File: src/hdl/aea_pkg.sv
package aea_pkg;
  // ---------------------------------------------------------------
  // widths
  // ---------------------------------------------------------------
  localparam int PWR_W = 24;           // multiplier output sample
  localparam int GW    = PWR_W + 1;    // gain-calibrated sample
  localparam int ACC_W = 49;           // internal energy accumulator
  localparam int E_W   = 24;           // readable energy window
  localparam int CF_W  = 32;           // pulse output accumulator
  localparam int DAT_W = 24;           // register port data

  // ---------------------------------------------------------------
  // register offsets
  // ---------------------------------------------------------------
  localparam logic [7:0] OFS_WAVE_SRC    = 8'h0D;
  localparam logic [7:0] OFS_NL_CFG      = 8'h0E;
  localparam logic [7:0] OFS_ACC_CFG     = 8'h0F;
  localparam logic [7:0] OFS_ENERGY      = 8'h10;
  localparam logic [7:0] OFS_ENERGY_RC   = 8'h11;
  localparam logic [7:0] OFS_DIVISOR     = 8'h12;
  localparam logic [7:0] OFS_LINE_ENERGY = 8'h13;
  localparam logic [7:0] OFS_HALF_CYC    = 8'h14;
  localparam logic [7:0] OFS_GAIN        = 8'h15;
  localparam logic [7:0] OFS_IRQ_EN_LO   = 8'hD9;
  localparam logic [7:0] OFS_IRQ_EN_HI   = 8'hDB;
  localparam logic [7:0] OFS_IRQ_ST_LO   = 8'hDC;
  localparam logic [7:0] OFS_IRQ_ST_HI   = 8'hDE;

  // ---------------------------------------------------------------
  // field positions and reset values
  // ---------------------------------------------------------------
  localparam int ACC_POS_ONLY_BIT  = 0;
  localparam int ACC_ABS_BIT       = 1;
  localparam int ACC_SIGN_DIR_BIT  = 2;
  localparam int ACC_LINE_MODE_BIT = 3;
  localparam int ST_NO_LOAD_BIT    = 0;
  localparam int ST_SIGN_BIT       = 1;
  localparam int ST_HALF_BIT       = 2;
  localparam int ST_WRAP_BIT       = 3;
  localparam int ST_CYC_END_BIT    = 0;
  localparam int EN_WAVEFORM_SAMPLING_ENABLE_BIT       = 1;
  localparam logic [1:0] WAVE_SRC_ACTIVE = 2'h0;
  localparam logic [7:0] REG_RESET       = 8'h00;

  // ---------------------------------------------------------------
  // timing and thresholds
  // ---------------------------------------------------------------
  localparam longint CLK_HZ          = 125_000_000;
  localparam int     ACC_TICK_CYCLES = 5;
  localparam longint WAVE_RATE_HZ    = 25_600;
  localparam int     WAVE_PERIOD_CYCLES = int'(CLK_HZ / WAVE_RATE_HZ);
  localparam longint CF_PULSE_NS     = 1_000;
  localparam int     CF_PULSE_CYCLES =
    int'((CF_PULSE_NS * (CLK_HZ / 1_000_000) + 999) / 1000);
  localparam longint NL_THR_PPB_1    = 150_000;  // 0.015 %
  localparam longint NL_THR_PPB_2    = 75_000;   // 0.0075 %
  localparam longint NL_THR_PPB_3    = 37_000;   // 0.0037 %
  localparam logic [PWR_W-1:0] FULL_SCALE_DEF   = 24'h0CCCCD;
  localparam logic [CF_W-1:0]  CF_THRESHOLD_DEF = 32'h0100_0000;

  // ---------------------------------------------------------------
  // types
  // ---------------------------------------------------------------
  typedef struct packed {
    logic [7:0]       addr;
    logic [DAT_W-1:0] wdata;
    logic             wr;
    logic             rd;
  } aea_reg_req_t;

  typedef struct packed {
    logic                 valid;
    logic signed [GW-1:0] sample;
  } aea_wave_t;

  typedef enum logic {LC_WAIT, LC_RUN} aea_lc_state_t;
endpackage

File: src/hdl/aea_energy_acc.sv
// Contract
// - skip samples below no-load threshold
// - set no-load flag while below threshold
// - enabled flag holds interrupt until cleared
// - two-bit code selects threshold, 00 off
// - 49-bit signed accumulator, upper 24 readable
// - one sample added every five clocks
// - both mode bits clear: signed accumulation
// - both mode bits set: positive-only wins
// - positive-only mode drops every negative sample
// - absolute mode adds magnitude, keeps no-load
// - sign and no-load detection active in every accumulation mode
// - 8-bit divisor, zero divides by one
// - read-clear returns energy, zeroes upper bits
// - energy wraps around at full scale
// - half-full and wrap raise enabled interrupts
// - active power samples at selectable rates
// - active-low pulse output follows mode
// - line mode aligns to zero crossings
// - line mode counts programmed half cycles
// - cycle end flags and restarts accumulation
// - count write clears, restarts at crossing
// - half cycle count is 16 bits
//
// Decided for this implementation: the address-and-strobe port.
`timescale 1ns/1ps
module aea_energy_acc #(
  parameter int unsigned                    WAVE_PERIOD  = aea_pkg::WAVE_PERIOD_CYCLES,
  parameter logic [aea_pkg::PWR_W-1:0]      FULL_SCALE   = aea_pkg::FULL_SCALE_DEF,
  parameter logic [aea_pkg::CF_W-1:0]       CF_THRESHOLD = aea_pkg::CF_THRESHOLD_DEF,
  parameter int unsigned                    CF_PULSE     = aea_pkg::CF_PULSE_CYCLES
) (
  // clock and reset
  input  wire logic                         I_CORE_CLK,
  input  wire logic                         I_RST_N,
  // register port
  input  wire aea_pkg::aea_reg_req_t        I_REG_REQ,
  output logic [aea_pkg::DAT_W-1:0]         O_REG_RDATA,
  // power samples and voltage zero crossing
  input  wire logic signed [aea_pkg::PWR_W-1:0] I_POWER,
  input  wire logic                         I_ZERO_CROSS,
  // outputs to the core and the outside
  output logic                              O_MEASURE_IRQ,
  output logic                              O_ENERGY_PULSE_N,
  output aea_pkg::aea_wave_t                O_WAVE
);
  import aea_pkg::*;

  if (WAVE_PERIOD < 1 || WAVE_PERIOD > 131071 || CF_THRESHOLD == '0 ||
      CF_PULSE < 1 || CF_PULSE > 65535) begin : g_chk
    $error("aea_energy_acc: parameter out of range");
  end

  // ---------------------------------------------------------------
  // helpers
  // ---------------------------------------------------------------
  function automatic logic wr_at(input logic [7:0] ofs);
    return I_REG_REQ.wr && (I_REG_REQ.addr == ofs);
  endfunction

  function automatic logic rd_at(input logic [7:0] ofs);
    return I_REG_REQ.rd && (I_REG_REQ.addr == ofs);
  endfunction

  // scaled full scale, widened so the product cannot overflow
  function automatic logic [PWR_W-1:0] nl_threshold(input logic [1:0] code);
    logic [63:0] ppb;
    ppb = 64'h0;
    unique case (code)
      2'h0: ppb = 64'h0;
      2'h1: ppb = 64'(NL_THR_PPB_1);
      2'h2: ppb = 64'(NL_THR_PPB_2);
      2'h3: ppb = 64'(NL_THR_PPB_3);
    endcase
    return PWR_W'((64'(FULL_SCALE) * ppb) / 64'd1_000_000_000);
  endfunction

  // divide magnitude so rounding is symmetric around zero
  function automatic logic signed [GW-1:0] div_sample(input logic signed [GW-1:0] x,
                                                      input logic [7:0] d);
    logic [GW-1:0] mag;
    logic [GW-1:0] q;
    mag = x[GW-1] ? GW'(-x) : GW'(x);
    q   = mag / GW'((d == 8'h00) ? 8'h01 : d);
    return x[GW-1] ? -$signed(q) : $signed(q);
  endfunction

  // ---------------------------------------------------------------
  // configuration registers
  // ---------------------------------------------------------------
  logic [7:0]  wave_src_reg, nl_cfg_reg, acc_cfg_reg, en_lo_reg, en_hi_reg;
  logic [7:0]  divisor_reg;
  logic [11:0] gain_reg;
  logic [15:0] half_cyc_reg;

  // plain stores; all modes come up as signed accumulation
  always_ff @(posedge I_CORE_CLK) begin
    if (!I_RST_N) begin
      wave_src_reg <= REG_RESET;
      nl_cfg_reg   <= REG_RESET;
      acc_cfg_reg  <= REG_RESET;
      en_lo_reg    <= REG_RESET;
      en_hi_reg    <= REG_RESET;
      divisor_reg  <= REG_RESET;
      gain_reg     <= 12'h000;
      half_cyc_reg <= 16'h0000;
    end else begin
      if (wr_at(OFS_WAVE_SRC))  wave_src_reg <= I_REG_REQ.wdata[7:0];
      if (wr_at(OFS_NL_CFG))    nl_cfg_reg   <= I_REG_REQ.wdata[7:0];
      if (wr_at(OFS_ACC_CFG))   acc_cfg_reg  <= I_REG_REQ.wdata[7:0];
      if (wr_at(OFS_IRQ_EN_LO)) en_lo_reg    <= I_REG_REQ.wdata[7:0];
      if (wr_at(OFS_IRQ_EN_HI)) en_hi_reg    <= I_REG_REQ.wdata[7:0];
      if (wr_at(OFS_DIVISOR))   divisor_reg  <= I_REG_REQ.wdata[7:0];
      if (wr_at(OFS_GAIN))      gain_reg     <= I_REG_REQ.wdata[11:0];
      if (wr_at(OFS_HALF_CYC))  half_cyc_reg <= I_REG_REQ.wdata[15:0];
    end
  end

  // ---------------------------------------------------------------
  // accumulation tick
  // ---------------------------------------------------------------
  logic [2:0] tick_cnt_reg;
  wire        tick = (tick_cnt_reg == 3'(ACC_TICK_CYCLES - 1));

  // free-running divide by five
  always_ff @(posedge I_CORE_CLK) begin
    if (!I_RST_N || tick) tick_cnt_reg <= 3'h0;
    else                  tick_cnt_reg <= tick_cnt_reg + 3'h1;
  end

  // ---------------------------------------------------------------
  // sample path: gain, no-load, mode, divisor
  // ---------------------------------------------------------------
  wire signed [PWR_W+11:0] gprod   = I_POWER * $signed(gain_reg);
  wire signed [GW-1:0]     gained  = GW'(I_POWER) + GW'(gprod >>> 12);
  wire [PWR_W-1:0]         raw_mag = I_POWER[PWR_W-1] ? PWR_W'(-I_POWER) : PWR_W'(I_POWER);
  wire [PWR_W-1:0]         nl_thr  = nl_threshold(nl_cfg_reg[1:0]);
  // creep guard compares the raw multiplier output, not the gained one
  wire below    = (nl_cfg_reg[1:0] != 2'h0) && (raw_mag < nl_thr);
  wire pos_mode = acc_cfg_reg[ACC_POS_ONLY_BIT];
  wire abs_mode = acc_cfg_reg[ACC_ABS_BIT] && !pos_mode;

  // shared by energy and pulse paths so both follow the same mode
  function automatic logic signed [GW-1:0] mode_filter(input logic signed [GW-1:0] x);
    if (below)                      return '0;
    else if (pos_mode && x[GW-1])   return '0;
    else if (abs_mode && x[GW-1])   return -x;
    else                            return x;
  endfunction

  wire signed [GW-1:0] quot       = div_sample(gained, divisor_reg);
  wire signed [GW-1:0] contrib    = mode_filter(quot);
  wire signed [GW-1:0] cf_contrib = mode_filter(gained);

  // ---------------------------------------------------------------
  // energy accumulator
  // ---------------------------------------------------------------
  logic signed [ACC_W-1:0] acc_reg;
  wire rc_read = rd_at(OFS_ENERGY_RC);
  wire signed [ACC_W-1:0] acc_sum   = acc_reg + ACC_W'(contrib);
  wire signed [ACC_W-1:0] acc_added = tick ? acc_sum : acc_reg;
  // read-clear drops only the visible bits; the fraction below survives
  wire signed [ACC_W-1:0] acc_next  = rc_read ?
    {{E_W{1'b0}}, acc_added[ACC_W-E_W-1:0]} : acc_added;
  wire [E_W-1:0] energy = acc_reg[ACC_W-1 -: E_W];
  wire [1:0]     e_top  = acc_reg[ACC_W-1 -: 2];
  wire [1:0]     n_top  = acc_added[ACC_W-1 -: 2];
  wire half_ev = tick && ((e_top == 2'h0 && n_top == 2'h1) ||
                          (e_top == 2'h3 && n_top == 2'h2));
  wire wrap_ev = tick && ((e_top == 2'h1 && n_top == 2'h2) ||
                          (e_top == 2'h2 && n_top == 2'h1));

  always_ff @(posedge I_CORE_CLK) begin
    if (!I_RST_N) acc_reg <= '0;
    else          acc_reg <= acc_next;
  end

  // ---------------------------------------------------------------
  // direction change detection
  // ---------------------------------------------------------------
  logic sign_prev_reg;
  wire  neg_now = gained[GW-1];
  wire  sign_ev = tick && (acc_cfg_reg[ACC_SIGN_DIR_BIT] ?
                  (sign_prev_reg && !neg_now) : (!sign_prev_reg && neg_now));

  always_ff @(posedge I_CORE_CLK) begin
    if (!I_RST_N)  sign_prev_reg <= 1'b0;
    else if (tick) sign_prev_reg <= neg_now;
  end

  // ---------------------------------------------------------------
  // line cycle accumulation
  // ---------------------------------------------------------------
  aea_lc_state_t           lc_state_reg;
  logic [15:0]             lc_count_reg;
  logic signed [ACC_W-1:0] lacc_reg;
  logic [E_W-1:0]          line_energy_reg;
  wire line_mode = acc_cfg_reg[ACC_LINE_MODE_BIT];
  wire cnt_write = wr_at(OFS_HALF_CYC);
  wire signed [ACC_W-1:0] lacc_add = tick ? lacc_reg + ACC_W'(contrib) : lacc_reg;
  // a count of zero ends at the first crossing rather than never
  wire lc_last = (lc_state_reg == LC_RUN) && I_ZERO_CROSS &&
                 ({1'b0, lc_count_reg} + 17'h1 >= {1'b0, half_cyc_reg});
  wire cyc_end_ev = lc_last && line_mode && !cnt_write;

  // wait for a crossing, then count half cycles until the limit
  always_ff @(posedge I_CORE_CLK) begin
    if (!I_RST_N) begin
      lc_state_reg    <= LC_WAIT;
      lc_count_reg    <= 16'h0000;
      lacc_reg        <= '0;
      line_energy_reg <= '0;
    end else if (cnt_write || !line_mode) begin
      lc_state_reg <= LC_WAIT;
      lc_count_reg <= 16'h0000;
      lacc_reg     <= '0;
      if (cnt_write) line_energy_reg <= '0;
    end else begin
      unique case (lc_state_reg)
        LC_WAIT: if (I_ZERO_CROSS) begin
          lc_state_reg <= LC_RUN;
          lc_count_reg <= 16'h0000;
          lacc_reg     <= '0;
        end
        LC_RUN: if (lc_last) begin
          // unread result is simply overwritten by the next one
          line_energy_reg <= lacc_add[ACC_W-1 -: E_W];
          lacc_reg        <= '0;
          lc_count_reg    <= 16'h0000;
        end else begin
          lacc_reg <= lacc_add;
          if (I_ZERO_CROSS) lc_count_reg <= lc_count_reg + 16'h1;
        end
      endcase
    end
  end

  // ---------------------------------------------------------------
  // status flags and interrupt
  // ---------------------------------------------------------------
  logic [7:0] st_lo_reg, st_hi_reg;
  wire [7:0] st_lo_set = (8'(below)   << ST_NO_LOAD_BIT) |
                         (8'(sign_ev) << ST_SIGN_BIT) |
                         (8'(half_ev) << ST_HALF_BIT) |
                         (8'(wrap_ev) << ST_WRAP_BIT);
  wire [7:0] st_hi_set = 8'(cyc_end_ev) << ST_CYC_END_BIT;
  wire [7:0] st_lo_clr = wr_at(OFS_IRQ_ST_LO) ? I_REG_REQ.wdata[7:0] : 8'h00;
  wire [7:0] st_hi_clr = wr_at(OFS_IRQ_ST_HI) ? I_REG_REQ.wdata[7:0] : 8'h00;
  // named so the hold check sees a sampled value, not a live call
  wire       en_lo_wr  = wr_at(OFS_IRQ_EN_LO);

  // write one to clear; a set in the same cycle wins
  always_ff @(posedge I_CORE_CLK) begin
    if (!I_RST_N) begin
      st_lo_reg <= REG_RESET;
      st_hi_reg <= REG_RESET;
    end else begin
      st_lo_reg <= (st_lo_reg & ~st_lo_clr) | st_lo_set;
      st_hi_reg <= (st_hi_reg & ~st_hi_clr) | st_hi_set;
    end
  end

  // level interrupt, falls only when software clears the flag or its enable
  assign O_MEASURE_IRQ = (|(st_lo_reg & en_lo_reg)) ||
                         (|(st_hi_reg & en_hi_reg & (8'h01 << ST_CYC_END_BIT)));

  // ---------------------------------------------------------------
  // pulse output
  // ---------------------------------------------------------------
  logic signed [CF_W-1:0] cf_acc_reg;
  logic [15:0]            cf_cnt_reg;
  logic                   cf_pulse_n_reg;
  wire signed [CF_W-1:0] cf_thr  = $signed(CF_THRESHOLD);
  wire signed [CF_W-1:0] cf_sum  = tick ? cf_acc_reg + CF_W'(cf_contrib) : cf_acc_reg;
  wire cf_pos  = cf_sum >= cf_thr;
  wire cf_neg  = cf_sum <= -cf_thr;
  // reverse flow also pulses in signed mode, as a meter LED would
  wire cf_fire = cf_pos || cf_neg;

  always_ff @(posedge I_CORE_CLK) begin
    if (!I_RST_N) begin
      cf_acc_reg     <= '0;
      cf_cnt_reg     <= 16'h0000;
      cf_pulse_n_reg <= 1'b1;
    end else begin
      cf_acc_reg     <= cf_pos ? cf_sum - cf_thr : (cf_neg ? cf_sum + cf_thr : cf_sum);
      cf_cnt_reg     <= cf_fire ? 16'(CF_PULSE) :
                        ((cf_cnt_reg != 16'h0000) ? cf_cnt_reg - 16'h1 : 16'h0000);
      cf_pulse_n_reg <= !(cf_fire || cf_cnt_reg > 16'h0001);
    end
  end
  assign O_ENERGY_PULSE_N = cf_pulse_n_reg;

  // ---------------------------------------------------------------
  // waveform samples
  // ---------------------------------------------------------------
  logic [19:0] wave_cnt_reg;
  logic        wave_valid_reg;
  logic signed [GW-1:0] wave_sample_reg;
  wire        wave_on    = en_hi_reg[EN_WAVEFORM_SAMPLING_ENABLE_BIT] && (wave_src_reg[1:0] == WAVE_SRC_ACTIVE);
  wire [19:0] wave_limit = 20'(WAVE_PERIOD) << wave_src_reg[3:2];
  wire        wave_hit   = (wave_cnt_reg == wave_limit - 20'h1);

  // rate code halves the rate per step from the base rate
  always_ff @(posedge I_CORE_CLK) begin
    if (!I_RST_N) begin
      wave_cnt_reg    <= 20'h0;
      wave_valid_reg  <= 1'b0;
      wave_sample_reg <= '0;
    end else begin
      wave_cnt_reg   <= (!wave_on || wave_hit) ? 20'h0 : wave_cnt_reg + 20'h1;
      wave_valid_reg <= wave_on && wave_hit;
      if (wave_on && wave_hit) wave_sample_reg <= gained;
    end
  end
  assign O_WAVE = '{valid: wave_valid_reg, sample: wave_sample_reg};

  // ---------------------------------------------------------------
  // register read
  // ---------------------------------------------------------------
  logic [DAT_W-1:0] rdata_reg;
  wire  [7:0]       ra = I_REG_REQ.addr;
  wire  [DAT_W-1:0] rd_value =
    (ra == OFS_WAVE_SRC)    ? DAT_W'(wave_src_reg) :
    (ra == OFS_NL_CFG)      ? DAT_W'(nl_cfg_reg) :
    (ra == OFS_ACC_CFG)     ? DAT_W'(acc_cfg_reg) :
    (ra == OFS_ENERGY || ra == OFS_ENERGY_RC) ? energy :
    (ra == OFS_DIVISOR)     ? DAT_W'(divisor_reg) :
    (ra == OFS_LINE_ENERGY) ? line_energy_reg :
    (ra == OFS_HALF_CYC)    ? DAT_W'(half_cyc_reg) :
    (ra == OFS_GAIN)        ? DAT_W'(gain_reg) :
    (ra == OFS_IRQ_EN_LO)   ? DAT_W'(en_lo_reg) :
    (ra == OFS_IRQ_EN_HI)   ? DAT_W'(en_hi_reg) :
    (ra == OFS_IRQ_ST_LO)   ? DAT_W'(st_lo_reg) :
    (ra == OFS_IRQ_ST_HI)   ? DAT_W'(st_hi_reg) : '0;

  // data stands only in the cycle after the strobe
  always_ff @(posedge I_CORE_CLK) begin
    if (!I_RST_N) rdata_reg <= '0;
    else          rdata_reg <= I_REG_REQ.rd ? rd_value : '0;
  end
  assign O_REG_RDATA = rdata_reg;
endmodule // aea_energy_acc

File: config.mk
export PLATFORM = sky130hd
export DESIGN_NAME = aea_energy_acc
export DESIGN_NICKNAME = d
export VERILOG_FILES = /design/src/hdl/aea_pkg.sv /design/src/hdl/aea_energy_acc.sv
export SDC_FILE = /design/constraint.sdc
export NUM_CORES = 2
export LEC_CHECK = 0
export BUFFER_PORTS_ARGS = -buffer_cell sky130_fd_sc_hd__buf_2
export CORE_MARGIN = 4
export CORE_UTILIZATION = 26
export DETAILED_ROUTE_END_ITERATION = 7
export MAX_ROUTING_LAYER = met4
export SYNTH_ARGS = -nofsm -noshare
export SYNTH_HDL_FRONTEND = slang
export SYNTH_SLANG_ARGS = --single-unit
File: constraint.sdc
create_clock -name I_CORE_CLK -period 98.4 [get_ports I_CORE_CLK]
set_input_delay 4.92 -clock I_CORE_CLK [delete_from_list [all_inputs] [get_ports I_CORE_CLK]]
set_output_delay 4.92 -clock I_CORE_CLK [all_outputs]
set_load 0.05 [all_outputs]
# After elaboration in Yosys (flattened, before gate mapping)
# Cells that the tools add are included.
# classes
eq_ne	27
n_mul	2
div	2
shift	1
n_reduce_logical	67
order_cmp	5
add_sub_neg	16
n_mux	46
bitwise_logic	15
# op_table
op	n
64-bit one-hot mux with 4 select lines	1
25-bit two-way mux	8
49-bit two-way mux	4
24-bit two-way mux	8
49-bit by 25-bit adder with 49-bit output	2
49-bit one-hot mux with 2 select lines	1
32-bit two-way mux	3
8-bit two-way mux	10
25-bit negator	3
64-bit by 30-bit divider with 64-bit output (second input constant)	1
20-bit by 64-bit multiplier with 64-bit output (first input constant)	1
16-bit two-way mux	4
8-bit by 5-bit equality test with 1-bit output (second input constant)	6
24-bit by 12-bit multiplier with 36-bit output	1
32-bit by 25-bit adder with 32-bit output	1
32-bit by 26-bit adder with 32-bit output (second input constant)	1
8-bit equality test (second input constant)	4
32-bit by 26-bit >= comparator with 1-bit output (second input constant)	1
32-bit by 25-bit less-or-equal comparator with 1-bit output (second input constant)	1
1-bit logical AND	32
16-bit one-hot mux with 2 select lines	1
32-bit by 26-bit subtractor with 32-bit output (second input constant)	1
24-bit by 24-bit adder with 25-bit output	1
25-bit by 25-bit divider with 25-bit output	1
other kinds (42)	84
# totals
wordCells	210
regBits	354
in_bits	61
output_inout_bits	52

# Depth between registers and ports, before layout
# logic_depth
depth_word	20
ltp_mapped	439
mapped_depth_nobuf	416

# Worst setup path after synthesis
# No wires, ideal clock.
# synth_path
path_kind	in2reg
from	in I_POWER[2] (netlist bit)
to	reg line_energy_reg[23]
cell_stages	420
t_arrival_ns	86.033
required_time_ns	98.305
setup_slack_ns	12.271
setup_time_ns	0.095
n_path_buf	27
path_cell_list	clkbuf_1 -> clkbuf_1 -> nand2_1 -> fa_1 -> inv_1 -> ha_1 -> fa_1 -> inv_1 -> fa_1 -> fa_1 -> inv_1 -> ha_1 -> o21ai_0 -> nand2b_1 -> a21oi_1 -> nor2b_1 -> o21ai_0 -> nand2b_1 -> [... 384 more ...] -> o21bai_1 -> a21oi_1 -> o21bai_1 -> a21oi_1 -> o21bai_1 -> a21oi_1 -> o21bai_1 -> a21oi_1 -> o21ai_0 -> a211oi_1 -> nor2_1 -> o41ai_1 -> o21ai_0 -> o21a_1 -> o21ai_0 -> a221oi_2 -> or4_1 -> o311ai_1
# synth_via
elab_chain_len	16
word_cells_on_any_way	22
classes_between	6 x add/sub; 1 x mul; 1 x div; 1 x order compare; 10 x mux; 3 x reduce/logical
# synth_lines
item	line_no	text
start, declared	aea_energy_acc.sv:40	input wire logic signed [aea_pkg::PWR_W-1:0] I_POWER,
24-bit by 12-bit multiplier with 36-bit output	aea_energy_acc.sv:134	wire signed [PWR_W+11:0] gprod = I_POWER * $signed(gain_reg);
24-bit by 24-bit adder with 25-bit output *	aea_energy_acc.sv:135	wire signed [GW-1:0] gained = GW'(I_POWER) + GW'(gprod >>> 12);
named net gained[24]	aea_energy_acc.sv:135	
25-bit negator	aea_energy_acc.sv:83	mag = x[GW-1] ? GW'(-x) : GW'(x);
25-bit two-way mux	aea_energy_acc.sv:83	
25-bit by 25-bit divider with 25-bit output	aea_energy_acc.sv:84	q = mag / GW'((d == 8'h00) ? 8'h01 : d);
25-bit negator	aea_energy_acc.sv:85	return x[GW-1] ? -$signed(q) : $signed(q);
25-bit two-way mux *	aea_energy_acc.sv:85	
25-bit negator / 1-bit logical AND (equally long branches)	aea_energy_acc.sv:147	else if (abs_mode && x[GW-1]) return -x;
25-bit two-way mux	aea_energy_acc.sv:147	
25-bit two-way mux *	aea_energy_acc.sv:146	else if (pos_mode && x[GW-1]) return '0;
25-bit two-way mux *	aea_energy_acc.sv:145	if (below) return '0;
49-bit by 25-bit adder with 49-bit output *	aea_energy_acc.sv:200	wire signed [ACC_W-1:0] lacc_add = tick ? lacc_reg + ACC_W'(contrib) : lacc_reg;
49-bit two-way mux *	aea_energy_acc.sv:200	
24-bit two-way mux *	aea_energy_acc.sv:225	LC_RUN: if (lc_last) begin
24-bit two-way mux *	aea_energy_acc.sv:219	unique case (lc_state_reg)
24-bit two-way mux *	aea_energy_acc.sv:213	end else if (cnt_write || !line_mode) begin
end signal, assigned	aea_energy_acc.sv:227	line_energy_reg <= lacc_add[ACC_W-1 -: E_W];
end, declared	aea_energy_acc.sv:197	logic [E_W-1:0] line_energy_reg;
# The timed path passes the listed nets; every way through them passes the cells marked *. The select of a mux whose other input is x is not followed.
# A chain may end at the register's enable or synchronous reset.

# Final worst setup path
# layout_path
from	in I_POWER[1] (netlist bit)
to	reg acc_reg[48]
# layout_via
elab_chain_len	13
word_cells_on_any_way	19
classes_between	6 x add/sub; 1 x mul; 1 x div; 1 x order compare; 7 x mux; 3 x reduce/logical
# layout_lines
item	line_no	text
24-bit by 12-bit multiplier with 36-bit output	aea_energy_acc.sv:134	
24-bit by 24-bit adder with 25-bit output	aea_energy_acc.sv:135	
25-bit negator	aea_energy_acc.sv:83	
25-bit two-way mux	aea_energy_acc.sv:83	
25-bit by 25-bit divider with 25-bit output	aea_energy_acc.sv:84	
25-bit negator	aea_energy_acc.sv:85	
25-bit two-way mux	aea_energy_acc.sv:85	
25-bit negator / 1-bit logical AND (equally long branches)	aea_energy_acc.sv:147	
25-bit two-way mux	aea_energy_acc.sv:147	
25-bit two-way mux	aea_energy_acc.sv:146	
25-bit two-way mux *	aea_energy_acc.sv:145	
49-bit by 25-bit adder with 49-bit output *	aea_energy_acc.sv:160	wire signed [ACC_W-1:0] acc_sum = acc_reg + ACC_W'(contrib);
49-bit two-way mux *	aea_energy_acc.sv:161	wire signed [ACC_W-1:0] acc_added = tick ? acc_sum : acc_reg;
end signal, assigned	aea_energy_acc.sv:175	else acc_reg <= acc_next;
end, declared	aea_energy_acc.sv:158	logic signed [ACC_W-1:0] acc_reg;
# Every way passes the cells marked *; elsewhere a longest branch is shown, timed or not.

==> impl_metrics.py <==
metrics = {
    "outcome": {
        "status": "completed",
    },
    "detailed_routing": {
        "firstDrtPassIters": 6,
        "drt-total-wl_um": 151000,
        "viasPerCell": 5.17,
        "vias": 46800,
        "drt_iter0_markers": 3288,
        "drc": 0,
        "wl_per_cell_um": 16.7,
        "postRouteAntennaNets": 0,
    },
    "global_route": {
        "gr-usage-all-layers_pct": 15.5,
        "antenna_found_initial": 1,
        "grt_pass1_vias": 45300,
        "grt_pass1_wl_um": 242000,
        "overflow": 0,
        "grt_max_degree": 82,
    },
    "clock_network": {
        "cts.path.max_buffers": 3,
        "h-tree-depth": 2,
        "numCtsBuffers": 40,
        "clk_pin_slew_ps": 70,
        "cts_root_buf": "clkbuf_16",
        "clock_sinks": 354,
        "cts_tree": "yes",
        "clock_latency_ps": 580,
    },
    "final_layout": {
        "fin_util_pct": 29.1,
        "layout-drive-gt1-share_pct": 8.58,
        "area_growth_syn_to_layout_pct": 11.6,
        "register_area_mm2": 0.00709,
        "multi_input_area_mm2": 0.0386,
        "num-fill-cells": 20100,
        "finalNetCount": 7364,
    },
    "sta": {
        "period_share_pct": 92.9,
        "period_needed_ps": 91440,
        "skew_ps": 15.1,
        "rsz0062_at_grt": "no",
        "finalHoldViolCount": 0,
        "setup_viol": 0,
        "whs_ps": 430,
        "slew_headroom_pct": 19.5,
        "setup_slack_ps": 6960,
        "worstMarginPinSlew_ps": 1200,
        "timing.fmax_mhz": 10.9,
        "slew_violations": 0,
        "tns_ps": 0,
    },
    "worst_setup_path": {
        "crit_path_top_delay_cell": "or4_4",
        "regToRegSetupSlack_ps": 10870,
        "r2r_start": "gain_reg[1]",
        "crit_top_cell": "o21a_1",
        "critPathCaptureType": "flop",
        "cp.required_ps": 98900,
        "critPathCapture": "acc_reg[48]",
        "cp.depth": 401,
        "cp_max_fo": 19,
        "crit_path_max_incr_delay_ps": 570,
        "crit_type": "in -> reg",
        "r2r.worst_path.cells": 404,
        "cp-startpoint": "I_POWER[1]",
        "cp_data_arrival_time_ps": 91940,
        "r2r_end": "acc_reg[48]",
        "crit_family": "compound AO/OA/AOI/OAI gates",
        "critPathBufInv": 33,
        "critPathLaunchType": "primary input",
    },
    "placement": {
        "pre_cts_slack_ps": 1470,
        "gp_congestion": 0.915,
        "dp_hpwl_um": 116000,
        "io_buffers": 104,
    },
    "synthesis": {
        "synthCells": 6503,
        "ys_async_sr_fraction_pct": 0,
        "synth.yosys.seq_area_share_pct": 14.6,
        "synth-edff-count": 0,
        "syn-num-nets": 7322,
        "ys_ff_latch": 354,
        "synth.distinct_cells": 127,
        "ys.flop_type": "dfxtp_1",
        "avgSynthCellArea_um2": 7.44,
        "netlist_area_mm2": 0.0484,
        "synth_warnings": 0,
    },
    "floorplanning": {
        "start_util_pct": 26.1,
        "rows": 158,
        "die-area_mm2": 0.193,
        "core_area_mm2": 0.185,
        "ios": 113,
        "die_y_um": 439,
        "die_w_um": 439,
    },
    "run": {
        "cap_violations": 0,
    },
    "min_path": {
        "hold_class": "reg -> reg",
    },
}
metal layers:
metal | GRT usage [%] | share of wire, % | wire length, um | up-vias
met4 | 5.21 | 3.6 | 5420 | 0
met5 | - | 0 | 0 | -
met1 | 19.4 | 44 | 66300 | 22500
met3 | 1.04 | 4.4 | 6730 | 261
li1 | - | - | - | 22900
met2 | 26.6 | 48 | 72800 | 1216
worst register-to-register path: cells and delay by family, from the launching register on:
family	cells	cell delay [ps]
AO/OA/AOI/OAI	237	50550
AND/OR/NAND/NOR	93	20000
adder cells (fa/ha/maj)	34	10540
buffers and inverters	35	4770
multiplexers	3	810
XOR/XNOR	2	440
flip-flops	1	420
area by class of cell:
| cell class | instances | share of cell area [%] |
|---|---|---|
| clock inverters | 16 | 0.473 |
| diodes | 1 | 0.00464 |
| multi-input cells | 5357 | 71.5 |
| flip-flops and latches | 354 | 13.1 |
| repair buffers | 272 | 3.31 |
| well taps | 2480 | 5.75 |
| clock buffers | 56 | 2.23 |
| inverters | 520 | 3.62 |
what timing repair did:
item	in CTS	in global routing
buffers inserted	0	19
hold buffers	0	0
setup endpoints to repair	0	100
resized for setup	0	51
synthesized netlist by cell type (59+ instances only):
master | instances | share of area, %
a22oi_1 | 73 | 1.1
and2_1 | 126 | 1.6
xor2_1 | 114 | 2.1
o21a_1 | 153 | 2.4
ha_1 | 494 | 13
a21o_1 | 87 | 1.3
nand3_1 | 161 | 1.7
xnor2_1 | 242 | 4.4
o21ai_0 | 271 | 2.8
fa_1 | 264 | 11
o31ai_1 | 74 | 1.1
a21oi_1 | 567 | 5.9
nor3_1 | 225 | 2.3
inv_1 | 514 | 4.0
dfxtp_1 | 354 | 15
nor2_1 | 715 | 5.5
nand4_1 | 59 | 0.76
nand2_1 | 751 | 5.8
nand2b_1 | 64 | 0.83
clkbuf_1 | 225 | 1.7
logic make-up (layout without fill, tap and decap cells):
| logic type | count (synthesis) | in the layout | share of synthesized area (%) |
|---|---|---|---|
| AOI/OAI and AO/OA | 1668 | 1668 | 22.5 |
| xor gates and xnor gates | 357 | 357 | 6.48 |
| adders and majority gates | 759 | 759 | 23.7 |
| buffers and inverters | 793 | 864 | 6.27 |
| DFF | 354 | 354 | 14.6 |
| muxes | 99 | 99 | 2.17 |
| other | 0 | 1 | 0 |
| and+or+nand+nor | 2473 | 2474 | 24.2 |
per-stage QoR:
step	cell area [um2]	cells
finish	54000	9056
global route	54000	9055
CTS	53600	9035
detailed placement	52100	8963
global placement	52100	8963
floorplan	48400	6503
layout by cell type (no fill, tap or decap), types with 112 or more instances in the layout:
cell type,count
ha_1,494
nor2_1,713
nor3_1,223
o21a_1,151
buf_4,168
fa_1,264
nand2_1,749
xor2_1,112
nand3_1,159
and2_1,124
o21ai_0,271
inv_1,514
dfxtp_1,354
a21oi_1,558
xnor2_1,242
worst min path at each step:
stage,from,end,slack (ps),cells past startpoint
global route,st_hi_reg[7],st_hi_reg[7],450,2
detailed placement,st_hi_reg[2],st_hi_reg[2],420,2
floorplan,st_hi_reg[1],st_hi_reg[1],410,2
global placement,st_hi_reg[5],st_hi_reg[5],420,2
finish,st_hi_reg[6],st_hi_reg[6],430,2
CTS,st_hi_reg[6],st_hi_reg[6],430,2
Power is not shown: default switching activity piles up to over one toggle a cycle in this logic, so the estimate is an artifact.
